File: src/clock_sysref_pkg.sv
// Constants and types for the sample clock and sync reference control block.
// Assumes one sample-clock domain and a simple byte-wide register port.
package clock_sysref_pkg;

    localparam int ADDR_W = 10;
    localparam int DATA_W = 8;
    localparam int DELAY_W = 7;
    localparam int DELAY_DEPTH = 128;
    localparam int MARGIN_W = 4;

    // Register offsets
    localparam logic [ADDR_W-1:0] CLOCK_DELAY_CONTROL_ADDR = 10'h117;
    localparam logic [ADDR_W-1:0] CLOCK_FINE_SKEW_ADDR = 10'h118;
    localparam logic [ADDR_W-1:0] INPUT_CLOCK_DETECT_STATUS_ADDR = 10'h11C;
    localparam logic [ADDR_W-1:0] SYNC_REF_CAPTURE_CONFIG_ADDR = 10'h120;
    localparam logic [ADDR_W-1:0] SYNC_REF_SKIP_COUNT_ADDR = 10'h121;
    localparam logic [ADDR_W-1:0] SYNC_REF_TIMESTAMP_DELAY_ADDR = 10'h123;
    localparam logic [ADDR_W-1:0] SYNC_REF_CAPTURE_MARGIN_ADDR = 10'h128;

    // Field positions
    localparam int FINE_ENABLE_BIT = 0;
    localparam int CLOCK_DETECT_BIT = 0;
    localparam int FLAG_RESET_BIT = 6;
    localparam int TRANSITION_BIT = 4;
    localparam int EDGE_BIT = 3;
    localparam int MODE_LSB = 1;
    localparam int SKIP_LSB = 0;
    localparam int SETUP_LSB = 0;
    localparam int HOLD_LSB = 4;

    // Reset values
    localparam logic [DATA_W-1:0] REG_RESET = 8'h00;
    localparam logic [DATA_W-1:0] UNMAPPED_READ = 8'h00;

    // Capture modes; both upper codes select N-shot
    localparam logic [1:0] MODE_DISABLED = 2'h0;
    localparam logic [1:0] MODE_CONTINUOUS = 2'h1;

    // Fine skew code limits, two's complement; step is about 1.7 ps
    localparam int FINE_STEP_FS = 1700;
    localparam logic signed [DATA_W-1:0] FINE_CODE_MIN = 8'shA8;
    localparam logic signed [DATA_W-1:0] FINE_CODE_MAX = 8'sh57;

    localparam logic [MARGIN_W-1:0] MARGIN_MAX = 4'hF;

    typedef enum logic [1:0] {
        shot_idle,
        shot_skip,
        shot_spent
    } shot_state_type;

endpackage : clock_sysref_pkg

File: src/sample_clock_sysref_control.sv
// Sample clock skew and sync reference capture control, with register port.
// Assumes everything runs on the sample clock; pins are synchronised here.
//
// Notes on behaviour
// - Enabling fine skew applies it, resets datapath.
// - Fine skew code two's complement, saturates -88/+87.
// - Status bit 0 shows input clock detected.
// - Flag reset holds all capture status flags.
// - Transition bit picks rising or falling transition.
// - Edge bit picks rising or falling clock sample.
// - Mode disabled, continuous, N-shot with skip count.
// - Timestamp delay 0..127 clocks, ignored in normal mode.
// - Setup and hold status readable in margin register.
`timescale 1ns/1ps
`default_nettype none
module sample_clock_sysref_control (
    // Clock and reset
    input wire logic clock,
    input wire logic arst_n,
    // Register port
    input wire logic [clock_sysref_pkg::ADDR_W-1:0] reg_addr,
    input wire logic reg_write,
    input wire logic reg_read,
    input wire logic [clock_sysref_pkg::DATA_W-1:0] reg_wdata,
    output logic [clock_sysref_pkg::DATA_W-1:0] reg_rdata,
    output logic reg_rvalid,
    // Pins
    input wire logic sysref_level,
    input wire logic clock_present,
    // Chip mode from neighbouring logic
    input wire logic [1:0] chip_sync_mode,
    // Clock path controls
    output logic fine_skew_enable,
    output logic [clock_sysref_pkg::DATA_W-1:0] fine_skew_code,
    output logic datapath_reset,
    // Capture result
    output logic sysref_capture
);
    import clock_sysref_pkg::*;

    typedef struct packed {
        logic [1:0] sysref_sync;
        logic [1:0] detect_sync;
        logic fine_en;
        logic [DATA_W-1:0] fine_raw;
        logic [DATA_W-1:0] fine_out;
        logic flag_reset;
        logic high_to_low;
        logic edge_falling;
        logic [1:0] mode;
        logic [MARGIN_W-1:0] skip_count;
        logic [DELAY_W-1:0] ts_delay;
        shot_state_type shot;
        logic [MARGIN_W-1:0] skipped;
        logic dp_reset;
        logic capture;
        logic [DATA_W-1:0] rdata;
        logic rvalid;
    } state_type;

    state_type s_q;
    state_type s_d;

    logic ref_event;
    logic [MARGIN_W-1:0] setup_status;
    logic [MARGIN_W-1:0] hold_status;
    logic accept;
    logic delayed_capture;
    logic [DELAY_W-1:0] effective_delay;

    // Codes past either end saturate; the raw code is kept for read-back
    function automatic logic [DATA_W-1:0] clamp_fine(input logic [DATA_W-1:0] code);
        logic signed [DATA_W-1:0] value;
        value = signed'(code);
        if (value <= FINE_CODE_MIN)
            clamp_fine = FINE_CODE_MIN;
        else if (value >= FINE_CODE_MAX)
            clamp_fine = FINE_CODE_MAX;
        else
            clamp_fine = code;
    endfunction : clamp_fine

    // Both upper mode codes mean N-shot
    function automatic logic is_nshot(input logic [1:0] mode);
        is_nshot = (mode != MODE_DISABLED) && (mode != MODE_CONTINUOUS);
    endfunction : is_nshot

    // Reserved bits read as zero; unmapped offsets return a fixed byte
    function automatic logic [DATA_W-1:0] read_register(
        input logic [ADDR_W-1:0] addr,
        input state_type s,
        input logic [MARGIN_W-1:0] setup,
        input logic [MARGIN_W-1:0] hold
    );
        logic [DATA_W-1:0] value;
        value = UNMAPPED_READ;
        unique case (addr)
            CLOCK_DELAY_CONTROL_ADDR:
            begin
                value = {7'h00, s.fine_en};
            end
            CLOCK_FINE_SKEW_ADDR:
            begin
                // Raw code as written, so software sees what it stored
                value = s.fine_raw;
            end
            INPUT_CLOCK_DETECT_STATUS_ADDR:
            begin
                value = {7'h00, s.detect_sync[1]};
            end
            SYNC_REF_CAPTURE_CONFIG_ADDR:
            begin
                value = {1'b0, s.flag_reset, 1'b0, s.high_to_low,
                         s.edge_falling, s.mode, 1'b0};
            end
            SYNC_REF_SKIP_COUNT_ADDR:
            begin
                value = {4'h0, s.skip_count};
            end
            SYNC_REF_TIMESTAMP_DELAY_ADDR:
            begin
                value = {1'b0, s.ts_delay};
            end
            SYNC_REF_CAPTURE_MARGIN_ADDR:
            begin
                value = {hold, setup};
            end
            default:
            begin
                value = UNMAPPED_READ;
            end
        endcase
        read_register = value;
    endfunction : read_register

    // Sampler sees the synchronised level only
    sysref_sampler u_sampler (
        .clock(clock),
        .arst_n(arst_n),
        .edge_falling(s_q.edge_falling),
        .high_to_low(s_q.high_to_low),
        .flags_hold(s_q.flag_reset),
        .level(s_q.sysref_sync[1]),
        .event_pulse(ref_event),
        .setup_status(setup_status),
        .hold_status(hold_status)
    );

    // Full-depth line, so the longest delay never wraps
    sysref_delay_line #(
        .DEPTH(DELAY_DEPTH)
    ) u_delay (
        .clock(clock),
        .arst_n(arst_n),
        .pulse_in(accept),
        .delay(effective_delay),
        .pulse_out(delayed_capture)
    );

    // Normal sync mode ignores the programmed delay
    assign effective_delay = (chip_sync_mode == 2'h0) ? '0 : s_q.ts_delay;

    always_comb
    begin
        s_d = s_q;
        accept = 1'b0;
        s_d.dp_reset = 1'b0;
        s_d.rvalid = 1'b0;
        // Pin synchronisers: only the second stage feeds logic
        s_d.sysref_sync = {s_q.sysref_sync[0], sysref_level};
        s_d.detect_sync = {s_q.detect_sync[0], clock_present};

        // Capture qualification
        unique case (s_q.mode)
            MODE_DISABLED:
            begin
                accept = 1'b0;
            end
            MODE_CONTINUOUS:
            begin
                accept = ref_event;
            end
            default:
            begin
                // N-shot counts matching events against the skip count, then goes quiet
                unique case (s_q.shot)
                    shot_idle:
                    begin
                        accept = 1'b0;
                    end
                    shot_skip:
                    begin
                        if (ref_event && s_q.skipped == s_q.skip_count)
                        begin
                            accept = 1'b1;
                            s_d.shot = shot_spent;
                        end
                        else if (ref_event)
                        begin
                            s_d.skipped = MARGIN_W'(s_q.skipped + 4'h1);
                        end
                    end
                    shot_spent:
                    begin
                        // Stays here until the next config write, which rearms N-shot or returns to idle
                        accept = 1'b0;
                    end
                    default:
                    begin
                        s_d.shot = shot_idle;
                    end
                endcase
            end
        endcase
        // Capture leaves through a flop so the output never glitches
        s_d.capture = delayed_capture;

        // Register writes; a write to the config rearms N-shot over a same-cycle event
        if (reg_write)
        begin
            unique case (reg_addr)
                CLOCK_DELAY_CONTROL_ADDR:
                begin
                    s_d.fine_en = reg_wdata[FINE_ENABLE_BIT];
                    // Only the 0 to 1 step resets the datapath, not repeated writes
                    s_d.dp_reset = reg_wdata[FINE_ENABLE_BIT] && !s_q.fine_en;
                end
                CLOCK_FINE_SKEW_ADDR:
                begin
                    s_d.fine_raw = reg_wdata;
                end
                SYNC_REF_CAPTURE_CONFIG_ADDR:
                begin
                    s_d.flag_reset = reg_wdata[FLAG_RESET_BIT];
                    s_d.high_to_low = reg_wdata[TRANSITION_BIT];
                    s_d.edge_falling = reg_wdata[EDGE_BIT];
                    s_d.mode = reg_wdata[MODE_LSB +: 2];
                    s_d.skipped = '0;
                    s_d.shot = is_nshot(reg_wdata[MODE_LSB +: 2]) ? shot_skip : shot_idle;
                end
                SYNC_REF_SKIP_COUNT_ADDR:
                begin
                    s_d.skip_count = reg_wdata[SKIP_LSB +: MARGIN_W];
                end
                SYNC_REF_TIMESTAMP_DELAY_ADDR:
                begin
                    s_d.ts_delay = reg_wdata[DELAY_W-1:0];
                end
                default:
                begin
                end
            endcase
        end

        // Saturated skew code goes out only while enabled
        s_d.fine_out = s_q.fine_en ? clamp_fine(s_q.fine_raw) : '0;

        // Register reads, answered one cycle later; rdata holds until the next read
        if (reg_read)
        begin
            s_d.rvalid = 1'b1;
            s_d.rdata = read_register(reg_addr, s_q, setup_status, hold_status);
        end
    end

    always_ff @(posedge clock or negedge arst_n)
    begin
        if (!arst_n)
        begin
            // Reset values come from the package so the map and the flops agree
            s_q.sysref_sync <= '0;
            s_q.detect_sync <= '0;
            s_q.fine_en <= REG_RESET[FINE_ENABLE_BIT];
            s_q.fine_raw <= REG_RESET;
            s_q.fine_out <= REG_RESET;
            s_q.flag_reset <= REG_RESET[FLAG_RESET_BIT];
            s_q.high_to_low <= REG_RESET[TRANSITION_BIT];
            s_q.edge_falling <= REG_RESET[EDGE_BIT];
            s_q.mode <= REG_RESET[MODE_LSB +: 2];
            s_q.skip_count <= REG_RESET[SKIP_LSB +: MARGIN_W];
            s_q.ts_delay <= REG_RESET[DELAY_W-1:0];
            s_q.shot <= shot_idle;
            s_q.skipped <= '0;
            s_q.dp_reset <= 1'b0;
            s_q.capture <= 1'b0;
            s_q.rdata <= REG_RESET;
            s_q.rvalid <= 1'b0;
        end
        else
            s_q <= s_d;
    end

    assign reg_rdata = s_q.rdata;
    assign reg_rvalid = s_q.rvalid;
    assign fine_skew_enable = s_q.fine_en;
    assign fine_skew_code = s_q.fine_out;
    assign datapath_reset = s_q.dp_reset;
    assign sysref_capture = s_q.capture;

endmodule : sample_clock_sysref_control
`default_nettype wire

File: src/sysref_delay_line.sv
// Pulse delay line for the captured sync reference timestamp.
// Assumes pulses and delay setting come from logic on the same clock.
`timescale 1ns/1ps
`default_nettype none
module sysref_delay_line #(
    parameter int DEPTH = clock_sysref_pkg::DELAY_DEPTH
) (
    // Clock and reset
    input wire logic clock,
    input wire logic arst_n,
    // Pulse path
    input wire logic pulse_in,
    input wire logic [clock_sysref_pkg::DELAY_W-1:0] delay,
    output logic pulse_out
);
    import clock_sysref_pkg::*;

    typedef struct packed {
        logic [DEPTH-1:0] taps;
    } line_type;

    line_type s_q;
    line_type s_d;

    always_comb
    begin
        s_d = s_q;
        s_d.taps = {s_q.taps[DEPTH-2:0], pulse_in};
    end

    always_ff @(posedge clock or negedge arst_n)
    begin
        if (!arst_n)
            s_q <= '0;
        else
            s_q <= s_d;
    end

    // Zero delay bypasses the taps; the caller registers the result
    assign pulse_out = (delay == '0) ? pulse_in : s_q.taps[DELAY_W'(delay - 7'h01)];

endmodule : sysref_delay_line
`default_nettype wire

File: src/sysref_sampler.sv
// Transition detector and capture margin monitor for the sync reference.
// Assumes the level input is already synchronised to the sample clock.
`timescale 1ns/1ps
`default_nettype none
module sysref_sampler (
    // Clock and reset
    input wire logic clock,
    input wire logic arst_n,
    // Configuration
    input wire logic edge_falling,
    input wire logic high_to_low,
    input wire logic flags_hold,
    // Sync reference level
    input wire logic level,
    // Results
    output logic event_pulse,
    output logic [clock_sysref_pkg::MARGIN_W-1:0] setup_status,
    output logic [clock_sysref_pkg::MARGIN_W-1:0] hold_status
);
    import clock_sysref_pkg::*;

    typedef struct packed {
        logic staged;
        logic prev;
        logic [MARGIN_W-1:0] steady;
        logic hold_run;
        logic event_seen;
        logic [MARGIN_W-1:0] setup;
        logic [MARGIN_W-1:0] hold;
    } sampler_type;

    sampler_type s_q;
    sampler_type s_d;
    logic sample;
    logic change;
    logic match;

    always_comb
    begin
        s_d = s_q;
        // Falling edge is modelled as a half cycle later, resolved on the next rise
        sample = edge_falling ? s_q.staged : level;
        change = sample != s_q.prev;
        match = change && (sample == !high_to_low);
        s_d.staged = level;
        s_d.prev = sample;
        s_d.event_seen = match;
        if (change)
            s_d.steady = '0;
        else if (s_q.steady != MARGIN_MAX)
            s_d.steady = MARGIN_W'(s_q.steady + 4'h1);
        if (s_q.hold_run)
        begin
            if (change || s_q.hold == MARGIN_MAX)
                s_d.hold_run = 1'b0;
            else
                s_d.hold = MARGIN_W'(s_q.hold + 4'h1);
        end
        if (match)
        begin
            s_d.setup = s_q.steady;
            s_d.hold = '0;
            s_d.hold_run = 1'b1;
        end
        if (flags_hold)
        begin
            s_d.setup = '0;
            s_d.hold = '0;
            s_d.hold_run = 1'b0;
        end
    end

    always_ff @(posedge clock or negedge arst_n)
    begin
        if (!arst_n)
            s_q <= '0;
        else
            s_q <= s_d;
    end

    assign event_pulse = s_q.event_seen;
    assign setup_status = s_q.setup;
    assign hold_status = s_q.hold;

endmodule : sysref_sampler
`default_nettype wire
File: config.mk
export PLATFORM = sky130hd
export DESIGN_NAME = sample_clock_sysref_control
export DESIGN_NICKNAME = d
export VERILOG_FILES = /design/src/clock_sysref_pkg.sv /design/src/sample_clock_sysref_control.sv /design/src/sysref_delay_line.sv /design/src/sysref_sampler.sv
export SDC_FILE = /design/constraint.sdc
export NUM_CORES = 1
export LEC_CHECK = 0
export ABC_AREA = 1
export BUFFER_PORTS_ARGS = -buffer_cell sky130_fd_sc_hd__buf_2
export CAP_MARGIN = 20
export CORE_AREA = 2 2 135 137
export DETAILED_ROUTE_END_ITERATION = 8
export DIE_AREA = 0 0 137 139
export PLACE_DENSITY = 0.69
export RECOVER_POWER = 25
export SLEW_MARGIN = 0
export SYNTH_ARGS = -nofsm -noshare
export SYNTH_HDL_FRONTEND = slang
export SYNTH_HIERARCHICAL = 1
export SYNTH_SLANG_ARGS = --single-unit
File: constraint.sdc
create_clock -name clock -period 2.5 [get_ports clock]
set_input_delay 0.5 -clock clock [delete_from_list [all_inputs] [get_ports clock]]
set_output_delay 0.5 -clock clock [all_outputs]
set_load 0.01 [all_outputs]
==> summary.md <==
| Metric | Value |
|---|---|
| Outcome | completed |
| Seq/Total Area, Yosys | around 57% |
| Grt ovf | 0 |
| Synth Register Bits | about 200 |
| Drt total wl | 17640 um |
| Synth-to-layout area growth | 10.58% |
| Worst Path Required | roughly 2800 ps |
| Net count after synthesis | ~1000 |
| Worst Path Buf+Inv | 2 |
| Worst-Margin Slew | slightly above 700 ps |
| Die Y | between 100 and 150 um |
| Slowest CP cell | xnor2_2 |
| Largest net degree at the start of global routing | about 130 |
| Total CTS buffers | 17 |
| Ys Warns | 6 |
| Initial Util | between 40% and 50% |
| Die Wd | 137 um |
| Vias per cell | ~5.0 |
| PortBufs | 45 |
| Number of flops mapped to enable cells by yosys | 0 |
| Root Buffer | clkbuf_16 |
| # setup viols final | 0 |
| Main flop type after synthesis | dfrtp_1 |
| Max-cap violations | 0 |
| Routed Antenna Nets | 0 |
| Worst setup SP type | register |
| Leakage | 0.005037 uW |
| Pwr Density | ~640 nW/um2 |
| Io pins | 46 |
| Final HPWL DP | around 12000 um |
| WHS | approximately 180 ps |
| Proportion of layout cells with a drive suffix above 1 | approximately 14% |
| TritonCTS clock tree | yes |
| Rows | 49 |
| Layout Cells excl Fill | 1244 |
| Critical path type | register to register |
| # H-tree levels | 4 |
| Max-slew violation count | 0 |
| Placed cell count | ~1200 |
| CTS Buffer Depth | 2 |
| Worst IR Drop VDD | around 0.00050 V |
| Tot GR Track Use | around a fifth |
| DRT Pass-1 Iters | 8 |
| Initial DRC Count | 453 |
| GPL Wtd Cong | about 0.8 |
| Post-Syn Area | between 8000 and 9000 um2 |
| Core Box Area | 17660 um2 |
| Register-to-Register Setup Slack | roughly 320 ps |
| Metal-1 WL | about 8200 um |
| Clock slew at reported path FFs | 70 ps |
| Fin crit period | 2183 ps |
| Clk Latency, worst-skew pair | roughly 430 ps |
| Worst Path Arrival | 2500 ps |
| CP peak stage delay | 570 ps |
| Nets | approximately 1000 |
| FF-to-FF Start | s_q[17] |
| Sink Count | 198 |
| RSZ-0062 raised after global routing | false |
| HP Start | clock_present |
| Slew HR | between 50 and 60% |
| Synth async-reset ratio | 100.0% |
| Avg Inst Size Synth | 8.922 um2 |
| DRC | 0 |
| Worst r2r path cells | 12 |
| Synth cell types | 37 |
| Met3 WL | approximately 560 um |
| Number of global-route vias before repair | 6008 |
| Final Cycle Share | between 80% and 90% |
| Max Used Layer | met4 |
| Worst Hold End | s_d[51] |
| Vias | between 6000 and 7000 |
| Skew final | between 10 and 15 ps |
| Routed len/inst | around 14 um |
| WHS Path Cells | 1 |
| Final hold viol count | 0 |
| Die area | ~19000 um2 |
| R2R Path End | sysref_capture |
| ANT cells | 0 |
| Synthesized instance count | approximately 970 |
| Total Neg Setup Slack | 0 ps |
| DR WL met2 | roughly 8600 um |
| Setup crit end kind | register |
| Crit-path leading delay family | simple AND/OR/NAND/NOR gates |
| FMAX | ~0.46 GHz |
| First-pass GRT wire length | a little over 30000 um |
| Worst Path Max Fanout | 16 |
| Hold Path Class | primary input to register |
| Initial antenna violation count | 0 |
| Fill count | roughly 1600 |
| Critical path's most frequent cell | nand3_1 |
| CP cell instances | inv_1, nor2_4, inv_2, ha_1, xnor2_2, nand3_1, nand3_1, nand3_1, nand3_1, nand3_1, nand3_1, nand2_1 |
-- layout make-up --
cell class	count	area, um2	area share, %
clock buffers	23	498.0	5.182
clock inverters	7	47.55	0.4948
inverters	114	427.9	4.453
multi-input cells	609	2963	30.83
flip-flops and latches	198	4955	51.56
well taps	229	286.5	2.982
repair buffers	64	431.7	4.492
-- stage by stage --
step	total power (uW)	setup slack, ps	utilization [%]	area, um2
after floorplan	3526	38.22	-	8702
after global placement	3658	44.76	51.26	9051
after detailed placement	3664	39.38	51.26	9051
after CTS	6204	210.3	54.41	9607
after global routing	6397	70.00	54.42	9609
final	6136	317.0	54.42	9609
-- cell usage in the layout, fill, tap and decap left out, types with 6 or more instances in the layout --
cell type | netlist | final
nand2_1 | 305 | 305
dfrtp_1 | 198 | 198
nand3_1 | 112 | 112
inv_1 | 107 | 107
nor2_1 | 66 | 64
buf_2 | 11 | 43
o21ai_0 | 27 | 27
nand4_1 | 19 | 19
clkbuf_16 | 0 | 17
o21ai_2 | 14 | 14
buf_4 | 27 | 13
a21oi_1 | 9 | 9
xor2_1 | 8 | 8
inv_2 | 7 | 7
clkbuf_8 | 0 | 6
-- timing repair --
action | 4_1_cts | 5_1_grt
endpoints found under the hold margin | 10 | 0
buffers inserted | 0 | 0
gates resized for setup | 0 | 1
setup endpoints to repair | 0 | 1
hold buffers | 1 | 0
-- layer usage --
| layer | up-vias | track usage (%) |
|---|---|---|
| li1 | 3095 | - |
| met1 | 2983 | 27.94 |
| met2 | 99 | 32.63 |
| met3 | 15 | 4.459 |
| met4 | 0 | 4.829 |
| met5 | - | 0 |
-- flip-flops by register name (all words and copies together), names as in the netlist --
register / cells
reg_rvalid: 1
u_sampler/hold_status: 4
u_sampler/event_pulse: 1
fine_skew_code: 8
s_d: 2
datapath_reset: 1
fine_skew_enable: 1
u_sampler/s_q: 7
u_sampler/setup_status: 4
u_delay/s_q: 128
reg_rdata: 8
s_q: 32
sysref_capture: 1
-- how the worst max path moves through the flow --
stage / startpoint / endpoint / slack (ps) / cells past startpoint
floorplan: chip_sync_mode[1] / sysref_capture / 40 / 17
finish: s_q[17] / sysref_capture / 320 / 12
CTS: s_q[17] / sysref_capture / 210 / 15
global placement: chip_sync_mode[1] / sysref_capture / 40 / 14
detailed placement: chip_sync_mode[1] / sysref_capture / 40 / 16
global route: s_q[17] / sysref_capture / 70 / 16
-- where the power goes --
group	internal (uW)	switching [uW]	leakage (uW)	total (uW)
sequential	3240	35.0	0.00271	3270
combinational	100	223	0.00206	323
clock	1390	1140	0.000267	2540
-- cells by family (layout without fill, tap and decap cells) --
logic type	after synthesis	count (layout)	synth area share, %
AOI/OAI and AO/OA	63	63	4.550
xor gates and xnor gates	11	11	1.498
adders and majority gates	5	5	0.7199
buffers and inverters	167	208	9.057
DFF	198	198	57.02
and+or+nand+nor	530	530	27.16
-- synthesized netlist by cell type (2+ instances only) --
master,instances,share of area (%)
a21oi_2,3,0.30
nand2_1,305,13
o21ai_1,4,0.23
nand3_2,4,0.46
nor2_1,66,2.9
nand4_1,19,1.4
buf_4,27,2.3
nand3_1,112,6.5
a21oi_1,9,0.52
inv_1,107,4.6
xor2_1,8,0.81
buf_6,6,0.78
nand2_2,5,0.36
o21ai_0,27,1.6
buf_2,11,0.63
clkbuf_1,9,0.39
nor2_4,3,0.39
inv_2,7,0.30
nand2_4,4,0.52
nor2_2,4,0.29
o21ai_2,14,1.4
a31oi_1,3,0.22
ha_1,5,0.72
nand4_2,2,0.29
dfrtp_1,198,57
No activity file was read; power rests on OpenSTA's default activity.
